===== config.mk =====
export PLATFORM = sky130hd
export DESIGN_NAME = ahm_mem_port_client
export DESIGN_NICKNAME = d
export VERILOG_FILES = /design/src/ahm_pkg.sv /design/src/ahm_irq_tracker.sv /design/src/ahm_mem_port_client.sv
export SDC_FILE = /design/constraint.sdc
export NUM_CORES = 1
export LEC_CHECK = 0
export BUFFER_PORTS_ARGS = -buffer_cell sky130_fd_sc_hd__buf_2
export CAP_MARGIN = 20
export CORE_AREA = 2 2 514 516
export DETAILED_ROUTE_END_ITERATION = 12
export DIE_AREA = 0 0 516 518
export GPL_ROUTABILITY_DRIVEN = 0
export SYNTH_ARGS = -nofsm -noshare
export SYNTH_HDL_FRONTEND = slang
export SYNTH_SLANG_ARGS = --single-unit
export TNS_END_PERCENT = 20

===== constraint.sdc =====
create_clock -name ref_clk_in -period 3.07 [get_ports ref_clk_in]
set_input_delay 0.614 -clock ref_clk_in [delete_from_list [all_inputs] [get_ports ref_clk_in]]
set_output_delay 0.614 -clock ref_clk_in [all_outputs]
set_load 0.01 [all_outputs]

===== src/ahm_pkg.sv =====
// constants, codes and register map for the memory port client
// assumes one 20 MHz clock; the device port is synchronous to it
package ahm_pkg;

    // ************************************************************
    // widths
    // ************************************************************
    localparam int ADDR_W   = 42;
    localparam int MDATA_W  = 16;
    localparam int TYPE_W   = 4;
    localparam int LINE_W   = 512;
    localparam int IRQ_IDS  = 4;
    localparam int IRQ_ID_W = 2;

    // ************************************************************
    // request and response codes
    // ************************************************************
    localparam logic [3:0] REQ_READ_NO_CACHE       = 4'h0;
    localparam logic [3:0] REQ_READ_SHARED_CACHE   = 4'h1;
    localparam logic [3:0] REQ_WRITE_NO_CACHE      = 4'h0;
    localparam logic [3:0] REQ_WRITE_KEEP_MODIFIED = 4'h1;
    localparam logic [3:0] REQ_WRITE_PUSH_CPU      = 4'h2;
    localparam logic [3:0] REQ_WRITE_FENCE         = 4'h4;
    localparam logic [3:0] REQ_INTR                = 4'h6;
    localparam logic [3:0] RSP_MEM_READ            = 4'h0;
    localparam logic [3:0] RSP_UNSOLICITED         = 4'h4;
    localparam logic [3:0] RSP_MEM_WRITE           = 4'h0;
    localparam logic [3:0] RSP_FENCE               = 4'h4;
    localparam logic [3:0] RSP_INTR                = 4'h6;
    localparam logic       WRITE_MODE_FULL_LINE    = 1'b0;
    localparam logic       WRITE_MODE_BYTE_ENABLE  = 1'b1;

    // ************************************************************
    // register map (byte offsets) and reset values
    // ************************************************************
    localparam logic [7:0]  OFS_CFG     = 8'h00;
    localparam logic [7:0]  OFS_ADDR_LO = 8'h04;
    localparam logic [7:0]  OFS_ADDR_HI = 8'h08;
    localparam logic [7:0]  OFS_WDATA   = 8'h0c;
    localparam logic [7:0]  OFS_CMD     = 8'h10;
    localparam logic [7:0]  OFS_STATUS  = 8'h14;
    localparam logic [7:0]  OFS_RDATA   = 8'h18;
    localparam logic [7:0]  OFS_RTAG    = 8'h1c;
    localparam logic [31:0] RST_WORD    = 32'h0000_0000;

    // cfg fields
    localparam int CFG_RD_SHARED = 0;
    localparam int CFG_WR_HINT   = 1;   // two bits
    localparam int CFG_WR_BYTE   = 3;
    // cmd fields
    localparam int CMD_OP        = 0;   // two bits
    localparam int CMD_IRQ_ID    = 8;   // two bits
    localparam logic [1:0] OP_READ  = 2'h0;
    localparam logic [1:0] OP_WRITE = 2'h1;
    localparam logic [1:0] OP_FENCE = 2'h2;
    localparam logic [1:0] OP_INTR  = 2'h3;
    // status fields, bits 1..5 are sticky, write one to clear
    localparam int ST_BUSY    = 0;
    localparam int ST_RD_DONE = 1;
    localparam int ST_WR_DONE = 2;
    localparam int ST_FN_DONE = 3;
    localparam int ST_IR_DONE = 4;
    localparam int ST_UNSOLICITED_MESSAGE    = 5;
    localparam int ST_IRQ_PND = 6;  // four bits
    localparam int ST_ERR     = 10;
    localparam int ST_SRST    = 11;
    localparam int ST_PWR     = 12; // two bits

    typedef enum logic [2:0] {
        ST_IDLE  = 3'b001,
        ST_ISSUE = 3'b010,
        ST_WAIT  = 3'b100
    } ahm_state_t;

endpackage


===== src/ahm_irq_tracker.sv =====
// one pending flag per interrupt identifier
// assumes issue and answer strobes are single-cycle and synchronous
`timescale 1ns/10ps
`default_nettype none
module ahm_irq_tracker
    import ahm_pkg::*;
(
    // clock and reset
    input  wire logic                ref_clk_in,
    input  wire logic                srst_in,
    // issue and answer
    input  wire logic                issue_in,
    input  wire logic [IRQ_ID_W-1:0] issue_id_in,
    input  wire logic                answer_in,
    input  wire logic [IRQ_ID_W-1:0] answer_id_in,
    // state
    output logic      [IRQ_IDS-1:0]  pending_out
);

    // ************************************************************
    // per-identifier flags
    // ************************************************************
    genvar g;
    generate
        for (g = 0; g < IRQ_IDS; g++)
        begin : g_id
            wire set_w = issue_in && (issue_id_in == g);
            wire clr_w = answer_in && (answer_id_in == g);
            always_ff @(posedge ref_clk_in)
            begin
                if (srst_in)
                    pending_out[g] <= 1'b0;
                else if (set_w)
                    pending_out[g] <= 1'b1;
                else if (clr_w)
                    pending_out[g] <= 1'b0;
            end
        end
    endgenerate
endmodule // ahm_irq_tracker
`default_nettype wire


===== src/ahm_mem_port_client.sv =====
// accelerator-side client of the host memory port, driven by software
// assumes an ahb-lite master on the register side and the port on the
// other side, both synchronous to ref_clk_in
//
// Local design decisions: the AHB-Lite slave port and the placing of the registers.
`timescale 1ns/10ps
`default_nettype none
module ahm_mem_port_client
    import ahm_pkg::*;
(
    // clock and reset
    input  wire logic                ref_clk_in,
    input  wire logic                srst_in,
    // ahb-lite slave
    input  wire logic                hsel_in,
    input  wire logic [31:0]         haddr_in,
    input  wire logic [1:0]          htrans_in,
    input  wire logic                hwrite_in,
    input  wire logic [2:0]          hsize_in,
    input  wire logic [31:0]         hwdata_in,
    input  wire logic                hready_in,
    output logic                     hreadyout_out,
    output logic                     hresp_out,
    output logic      [31:0]         hrdata_out,
    // port control inputs
    input  wire logic                port_soft_reset_in,
    input  wire logic [1:0]          accel_power_state_in,
    input  wire logic                protocol_error_flag_in,
    // transmit channel 0, reads
    output logic                     tx0_valid_out,
    output logic      [TYPE_W-1:0]   tx0_req_type_out,
    output logic      [ADDR_W-1:0]   tx0_addr_out,
    output logic      [MDATA_W-1:0]  tx0_mdata_out,
    input  wire logic                tx0_almost_full_in,
    // receive channel 0
    input  wire logic                rx0_resp_valid_in,
    input  wire logic [TYPE_W-1:0]   rx0_resp_type_in,
    input  wire logic [MDATA_W-1:0]  rx0_mdata_in,
    input  wire logic [LINE_W-1:0]   rx0_data_in,
    // transmit channel 1, writes, fences, interrupts
    output logic                     tx1_valid_out,
    output logic      [TYPE_W-1:0]   tx1_req_type_out,
    output logic                     tx1_mode_out,
    output logic      [ADDR_W-1:0]   tx1_addr_out,
    output logic      [MDATA_W-1:0]  tx1_mdata_out,
    output logic      [LINE_W-1:0]   tx1_data_out,
    input  wire logic                tx1_almost_full_in,
    // receive channel 1
    input  wire logic                rx1_resp_valid_in,
    input  wire logic [TYPE_W-1:0]   rx1_resp_type_in,
    input  wire logic [MDATA_W-1:0]  rx1_mdata_in
);

    // ************************************************************
    // declarations
    // ************************************************************
    ahm_state_t           state_r, state_nxt;
    logic                 wr_pend_r;
    logic [7:0]           wr_ofs_r;
    logic [3:0]           cfg_r;
    logic [31:0]          addr_lo_r;
    logic [9:0]           addr_hi_r;
    logic [31:0]          wdata_r;
    logic [1:0]           op_r;
    logic [IRQ_ID_W-1:0]  irq_id_r;
    logic [MDATA_W-1:0]   tag_r;
    logic [MDATA_W-1:0]   sent_tag_r;
    logic [3:0]           done_r;
    logic                 unsolicited_message_r;
    logic                 err_r;
    logic [31:0]          rdata_r;
    logic [MDATA_W-1:0]   rtag_r;
    logic [IRQ_IDS-1:0]   irq_pend;

    // ************************************************************
    // bus decode
    // ************************************************************
    // writes take one wait state so a following read sees new data
    wire       addr_ph   = hsel_in && htrans_in[1] && hready_in
                           && (haddr_in[31:18] == 14'h0000);
    wire       rd_ph     = addr_ph && !hwrite_in;
    wire       wr_ph     = addr_ph && hwrite_in;
    wire [7:0] rd_ofs    = haddr_in[7:0];
    wire       wr_fire   = wr_pend_r;
    wire       chan_rst  = srst_in || port_soft_reset_in;
    wire       cmd_go    = wr_fire && (wr_ofs_r == OFS_CMD)
                           && (state_r == ST_IDLE) && !port_soft_reset_in;
    wire       clr_sts   = wr_fire && (wr_ofs_r == OFS_STATUS);
    wire [31:0] status_w = {18'h0, accel_power_state_in,
                            port_soft_reset_in, err_r, irq_pend,
                            unsolicited_message_r, done_r, (state_r != ST_IDLE)};
    wire [31:0] rd_mux =
        (rd_ofs == OFS_CFG)     ? {28'h0, cfg_r}     :
        (rd_ofs == OFS_ADDR_LO) ? addr_lo_r          :
        (rd_ofs == OFS_ADDR_HI) ? {22'h0, addr_hi_r} :
        (rd_ofs == OFS_WDATA)   ? wdata_r            :
        (rd_ofs == OFS_STATUS)  ? status_w           :
        (rd_ofs == OFS_RDATA)   ? rdata_r            :
        (rd_ofs == OFS_RTAG)    ? {16'h0, rtag_r}    : RST_WORD;

    // ************************************************************
    // request formation
    // ************************************************************
    wire [ADDR_W-1:0] mem_addr = {addr_hi_r, addr_lo_r};
    wire [3:0] rd_type = cfg_r[CFG_RD_SHARED] ? REQ_READ_SHARED_CACHE
                                              : REQ_READ_NO_CACHE;
    wire [1:0] wr_hint = cfg_r[CFG_WR_HINT +: 2];
    wire [3:0] wr_type = (wr_hint == 2'h1) ? REQ_WRITE_KEEP_MODIFIED :
                         (wr_hint == 2'h2) ? REQ_WRITE_PUSH_CPU
                                           : REQ_WRITE_NO_CACHE;
    wire       wr_mode = cfg_r[CFG_WR_BYTE] ? WRITE_MODE_BYTE_ENABLE
                                            : WRITE_MODE_FULL_LINE;
    wire [3:0] c1_type = (op_r == OP_FENCE) ? REQ_WRITE_FENCE :
                         (op_r == OP_INTR)  ? REQ_INTR : wr_type;
    wire [MDATA_W-1:0] c1_tag = (op_r == OP_INTR)
                         ? {tag_r[MDATA_W-1:IRQ_ID_W], irq_id_r} : tag_r;
    // reads go out on tx0 and other ops on tx1, each only when its own channel has room
    wire go_c0 = (state_r == ST_ISSUE) && (op_r == OP_READ)
                 && !tx0_almost_full_in;
    wire go_c1 = (state_r == ST_ISSUE) && (op_r != OP_READ)
                 && !tx1_almost_full_in
                 && !((op_r == OP_INTR) && irq_pend[irq_id_r]);

    // ************************************************************
    // response matching
    // ************************************************************
    // only the defined fields are decoded; reserved bits never looked at
    wire rx0_read = rx0_resp_valid_in
                    && (rx0_resp_type_in == RSP_MEM_READ);
    wire rx0_unsolicited_message = rx0_resp_valid_in
                    && (rx0_resp_type_in == RSP_UNSOLICITED);
    wire rd_match = rx0_read && (rx0_mdata_in == sent_tag_r);
    wire rx1_wr   = rx1_resp_valid_in && (rx1_resp_type_in == RSP_MEM_WRITE);
    wire rx1_fn   = rx1_resp_valid_in && (rx1_resp_type_in == RSP_FENCE);
    wire rx1_ir   = rx1_resp_valid_in
                    && (rx1_resp_type_in == RSP_INTR);
    wire c1_match = rx1_resp_valid_in
                    && (rx1_mdata_in == sent_tag_r)
                    && (((op_r == OP_WRITE) && rx1_wr)
                     || ((op_r == OP_FENCE) && rx1_fn));
    wire rsp_done = (state_r == ST_WAIT)
                    && ((op_r == OP_READ) ? rd_match : c1_match);
    wire [3:0] done_set = {rx1_ir,
                           rsp_done && (op_r == OP_FENCE),
                           rsp_done && (op_r == OP_WRITE),
                           rsp_done && (op_r == OP_READ)};

    // ************************************************************
    // sequencer
    // ************************************************************
    always_comb
    begin
        state_nxt = state_r;
        case (state_r)
            ST_IDLE:
                if (cmd_go)
                    state_nxt = ST_ISSUE;
            ST_ISSUE:
                if (go_c0 || (go_c1 && (op_r != OP_INTR)))
                    state_nxt = ST_WAIT;
                else if (go_c1)
                    state_nxt = ST_IDLE; // interrupts are posted
            ST_WAIT:
                if (rsp_done)
                    state_nxt = ST_IDLE;
            default:
                state_nxt = ST_IDLE;
        endcase
    end

    always_ff @(posedge ref_clk_in)
    begin
        if (chan_rst)
            state_r <= ST_IDLE;
        else
            state_r <= state_nxt;
    end

    // ************************************************************
    // bus slave and software registers
    // ************************************************************
    always_ff @(posedge ref_clk_in)
    begin
        if (srst_in)
        begin
            wr_pend_r     <= 1'b0;
            wr_ofs_r      <= 8'h00;
            hreadyout_out <= 1'b1;
            hrdata_out    <= RST_WORD;
        end
        else
        begin
            wr_pend_r     <= wr_ph;
            hreadyout_out <= !wr_ph;
            if (wr_ph)
                wr_ofs_r <= haddr_in[7:0];
            if (rd_ph)
                hrdata_out <= rd_mux;
        end
    end
    assign hresp_out = 1'b0;

    always_ff @(posedge ref_clk_in)
    begin
        if (srst_in)
        begin
            cfg_r     <= 4'h0;
            addr_lo_r <= RST_WORD;
            addr_hi_r <= 10'h000;
            wdata_r   <= RST_WORD;
            op_r      <= OP_READ;
            irq_id_r  <= '0;
        end
        else if (wr_fire)
        begin
            if (wr_ofs_r == OFS_CFG)
                cfg_r <= hwdata_in[3:0];
            if (wr_ofs_r == OFS_ADDR_LO)
                addr_lo_r <= hwdata_in;
            if (wr_ofs_r == OFS_ADDR_HI)
                addr_hi_r <= hwdata_in[9:0];
            if (wr_ofs_r == OFS_WDATA)
                wdata_r <= hwdata_in;
            if (cmd_go)
            begin
                op_r     <= hwdata_in[CMD_OP +: 2];
                irq_id_r <= hwdata_in[CMD_IRQ_ID +: IRQ_ID_W];
            end
        end
    end

    // sticky status: a set in the clearing cycle wins
    always_ff @(posedge ref_clk_in)
    begin
        if (srst_in)
        begin
            done_r  <= 4'h0;
            unsolicited_message_r  <= 1'b0;
            err_r   <= 1'b0;
            rdata_r <= RST_WORD;
            rtag_r  <= '0;
        end
        else
        begin
            done_r <= (done_r & ~(clr_sts ? hwdata_in[4:1] : 4'h0))
                      | done_set;
            unsolicited_message_r <= (unsolicited_message_r && !(clr_sts && hwdata_in[ST_UNSOLICITED_MESSAGE]))
                      || rx0_unsolicited_message;
            err_r  <= err_r || protocol_error_flag_in;
            if (rd_match && (state_r == ST_WAIT))
            begin
                rdata_r <= rx0_data_in[31:0];
                rtag_r  <= rx0_mdata_in;
            end
        end
    end

    // ************************************************************
    // transmit registers
    // ************************************************************
    // headers hold between requests; only valid marks a request
    always_ff @(posedge ref_clk_in)
    begin
        if (chan_rst)
        begin
            tx0_valid_out    <= 1'b0;
            tx0_req_type_out <= '0;
            tx0_addr_out     <= '0;
            tx0_mdata_out    <= '0;
            tx1_valid_out    <= 1'b0;
            tx1_req_type_out <= '0;
            tx1_mode_out     <= WRITE_MODE_FULL_LINE;
            tx1_addr_out     <= '0;
            tx1_mdata_out    <= '0;
            tx1_data_out     <= '0;
            tag_r            <= '0;
            sent_tag_r       <= '0;
        end
        else
        begin
            tx0_valid_out <= go_c0;
            tx1_valid_out <= go_c1;
            if (go_c0)
            begin
                tx0_req_type_out <= rd_type;
                tx0_addr_out     <= mem_addr;
                tx0_mdata_out    <= tag_r;
                sent_tag_r       <= tag_r;
                tag_r            <= tag_r + 1'b1;
            end
            if (go_c1)
            begin
                tx1_req_type_out <= c1_type;
                tx1_mode_out     <= wr_mode;
                tx1_mdata_out    <= c1_tag;
                sent_tag_r       <= c1_tag;
                tag_r            <= tag_r + 1'b1;
                // fences and interrupts carry no address or payload
                tx1_addr_out <= (op_r == OP_WRITE) ? mem_addr
                                                   : '0;
                tx1_data_out <= (op_r == OP_WRITE)
                                ? {480'h0, wdata_r} : '0;
            end
        end
    end

    ahm_irq_tracker u_irq_tracker (
        .ref_clk_in   (ref_clk_in),
        .srst_in      (chan_rst),
        .issue_in     (go_c1 && (op_r == OP_INTR)),
        .issue_id_in  (irq_id_r),
        .answer_in    (rx1_ir),
        .answer_id_in (rx1_mdata_in[IRQ_ID_W-1:0]),
        .pending_out  (irq_pend)
    );
endmodule // ahm_mem_port_client
`default_nettype wire


==> metrics.yaml <==
status: "finished clean"
period_share_pct: 83.78
hold_class: "primary input to flip-flop"
post-place-ws_ns: 0.03113
grt_pass1_vias: 12770
synth_top_area_share_pct: 41.14
ys.flop_type: "dfxtp_1"
fin_tns_setup_ns: 0
cts_root_buffer: "clkbuf_16"
p_per_area_nw_per_um2: 468.3
portBuffers: 327
die_area_sq_um: 267300
cts_setup_buffers: 0
syn_to_final_growth_pct: 33.74
finalHoldViolCount: 0
dpl_cell_area_sq_um: 22560
worstPathArrival_ns: 3.12
holdBufCountCts: 0
rsz0062_at_grt: "false"
p_seq_share_pct: 42.6
clk_pin_slew_ns: 0.06
slew_headroom_pct: 56.06
synthCells: 2119
drive_gt1_share_pct: 19.95
clkPwrFrac_pct: 51.9
drtPass1Iterations: 6
worstSetupStartpointType: "flip-flop"
htreeDepth: 2
die_h_microns: 518
post_drt_wl_per_cell_microns: 16.48
async_reset_ff_share_pct: 0
fin_worst_skew_ns: 0.03702
overflow: 0
fmaxAchievable_ghz: 0.3888
switching_share_pct: 26.01
ir_drop_mv: 0.3470
tightestPinTransition_ns: 0.6585
synthDistinctLibCells: 64
grt_use_total_pct: 7.077
timing_max_transition_violations_final: 0
drc: 0
synth-seq-area-share_pct: 41.14
final.setup.worst_slack_ns: 0.4980
end_kind: "flip-flop"
ys_warn_count: 0
cts_tree: "built"
synth_area_leaders: "dfxtp_1 41%, buf_4 20%, nand2_1 6.7%, mux2i_1 5.2%, a21oi_1 4.9%"
path_max_fanout: 7
grt_max_degree: 99
reg2reg_from: "irq_id_r[0]$_SDFFE_PP0P_"
regToRegSetupSlack_ns: 0.50
combPwrFrac_pct: 5.5
rr_worst_depth: 5
layout_min_cycle_time_ns: 2.572
yosysTopAreaCell: "dfxtp_1"
max-cap-violations: 0
power.switching_w: 0.002950
syn_area_sq_um: 18100
clock-sinks: 372
rows: 188
synth_edf_count: 0
core_sq_um: 261600
crit_required_ns: 3.62
fp.dieW_microns: 516
fin_area_sq_um: 24210
via_per_inst: 2.476
ant_nets: 0
leakage_nw: 8.795
setup_viol: 0
clk_latency_ns: 0.65
clock_path_buffers: 3
synth_seq_cells: 372
grt_pass1_wl_mm: 124.0
crit_path_start: "irq_id_r[0]$_SDFFE_PP0P_"
start_util_pct: 6.921
vias: 14850
reg2reg_to: "tag_r[13]$_SDFFE_PP0P_"
syn_area_per_cell_sq_um: 8.543
drt-initial-drc-count: 1021
cts.repair.resized: 0
grt_antenna_before_repair: 93
cts_inserted_buffers: 45
critPathKind: "flip-flop to flip-flop"
hpwlAfterDp_mm: 82.39
nets: 3064
ios: 1307
p_int_w: 0.008388
endpoint: "tag_r[13]$_SDFFE_PP0P_"
wl_mm: 98.82
## critical path, cell delays in order (launching register included)
cell and delay, ns:
dfxtp_1 0.47, mux4_2 0.61, a211oi_4 0.46, o2111ai_1 0.38, or3_1 0.43, a21oi_1 0.13
## final cells by class
cell class | instances | area, sq um
Fill cell | 30610 | 237400
Multi-Input combinational cell | 1612 | 8383
Sequential cell | 372 | 7447
Tap cell | 3515 | 4398
Timing Repair Buffer | 383 | 2276
Clock buffer | 58 | 1255
Clock inverter | 26 | 352.8
Inverter | 15 | 56.30
Antenna cell | 17 | 42.54
## worst min path at each step
stage	cells after the start	slack, ns	endpoint	start
global route	3	0.16	addr_lo_r[23]$_SDFFE_PP0P_	hwdata_in[23]
finish	3	0.19	err_r$_SDFF_PP0_	protocol_error_flag_in
global placement	2	0.43	hrdata_out[4]$_SDFFE_PP0P_	hrdata_out[4]$_SDFFE_PP0P_
CTS	3	0.14	addr_lo_r[23]$_SDFFE_PP0P_	hwdata_in[23]
floorplan	2	0.44	err_r$_SDFF_PP0_	err_r$_SDFF_PP0_
detailed placement	2	0.44	hrdata_out[4]$_SDFFE_PP0P_	hrdata_out[4]$_SDFFE_PP0P_
## kinds of logic after synthesis
| kind of cell | count (synthesis) | share of synthesized area, % |
|---|---|---|
| xor+xnor | 41 | 1.984 |
| compound gates | 373 | 13.48 |
| buf+inv | 619 | 22.98 |
| fa+ha+maj | 1 | 0.06911 |
| other cells | 1 | 0.02072 |
| simple gates | 615 | 14.88 |
| mux | 97 | 5.446 |
| flops | 372 | 41.14 |
## power by group through the flow
stage	combinational (W)	sequential, W	clock (W)
floorplan	0.000853	0.00494	0
global placement	0.000616	0.00494	0
detailed placement	0.000617	0.00494	0
CTS	0.000617	0.00483	0.00610
global route	0.000695	0.00483	0.00627
finish	0.000628	0.00483	0.00588
## per-stage QoR
| stage | util (%) | hold WS (ns) | power (W) | std cells |
|---|---|---|---|---|
| after floorplan | - | 0.4383 | 0.005789 | 2603 |
| after global placement | 8.625 | 0.4330 | 0.005553 | 5897 |
| after detailed placement | 8.625 | 0.4369 | 0.005553 | 5897 |
| after CTS | 9.240 | 0.1376 | 0.01155 | 5981 |
| after global routing | 9.242 | 0.1606 | 0.01179 | 5983 |
| final | 9.256 | 0.1905 | 0.01134 | 5998 |
## synth_stat cells (all sizes together) (8+ instances only)
| cell type | number |
|---|---|
| a211oi | 19 |
| a21oi | 176 |
| a222oi | 17 |
| a22o | 78 |
| a22oi | 12 |
| buf | 504 |
| clkbuf | 100 |
| dfxtp | 372 |
| inv | 15 |
| mux2i | 94 |
| nand2 | 322 |
| nand2b | 12 |
| nand3 | 11 |
| nand4 | 13 |
| nor2 | 175 |
| nor2b | 8 |
| nor3 | 15 |
| nor4 | 13 |
| o21ai | 30 |
| o22ai | 14 |
| xnor2 | 23 |
| xor2 | 18 |
## per-layer routing
metal,wire length (microns),track usage [%]
met1,30500,6.353
met2,54640,14.38
met3,9947,2.489
met4,3696,2.154
met5,45,0
## layout by cell type (no fill, tap or decap), types with 39 or more instances in the layout
master       n
mux2i_1     94
clkbuf_16   45
dfxtp_1    372
buf_2      326
nor2_1     171
buf_4       39
a21oi_1    176
conb_1     485
a22o_1      78
nand2_1    322
## flip-flops by register name (all words and copies together), names as in the netlist, 3 cells and up
name / count
tx0_addr_out: 42
tx1_addr_out: 42
addr_lo_r: 32
hrdata_out: 32
rdata_r: 32
tx1_data_out: 32
wdata_r: 32
rtag_r: 16
sent_tag_r: 16
tag_r: 16
tx0_mdata_out: 16
tx1_mdata_out: 16
addr_hi_r: 10
wr_ofs_r: 8
cfg_r: 4
done_r: 4
u_irq_tracker.pending_out: 4
state_r: 3
tx1_req_type_out: 3
Power figures use the tool's default switching activity.
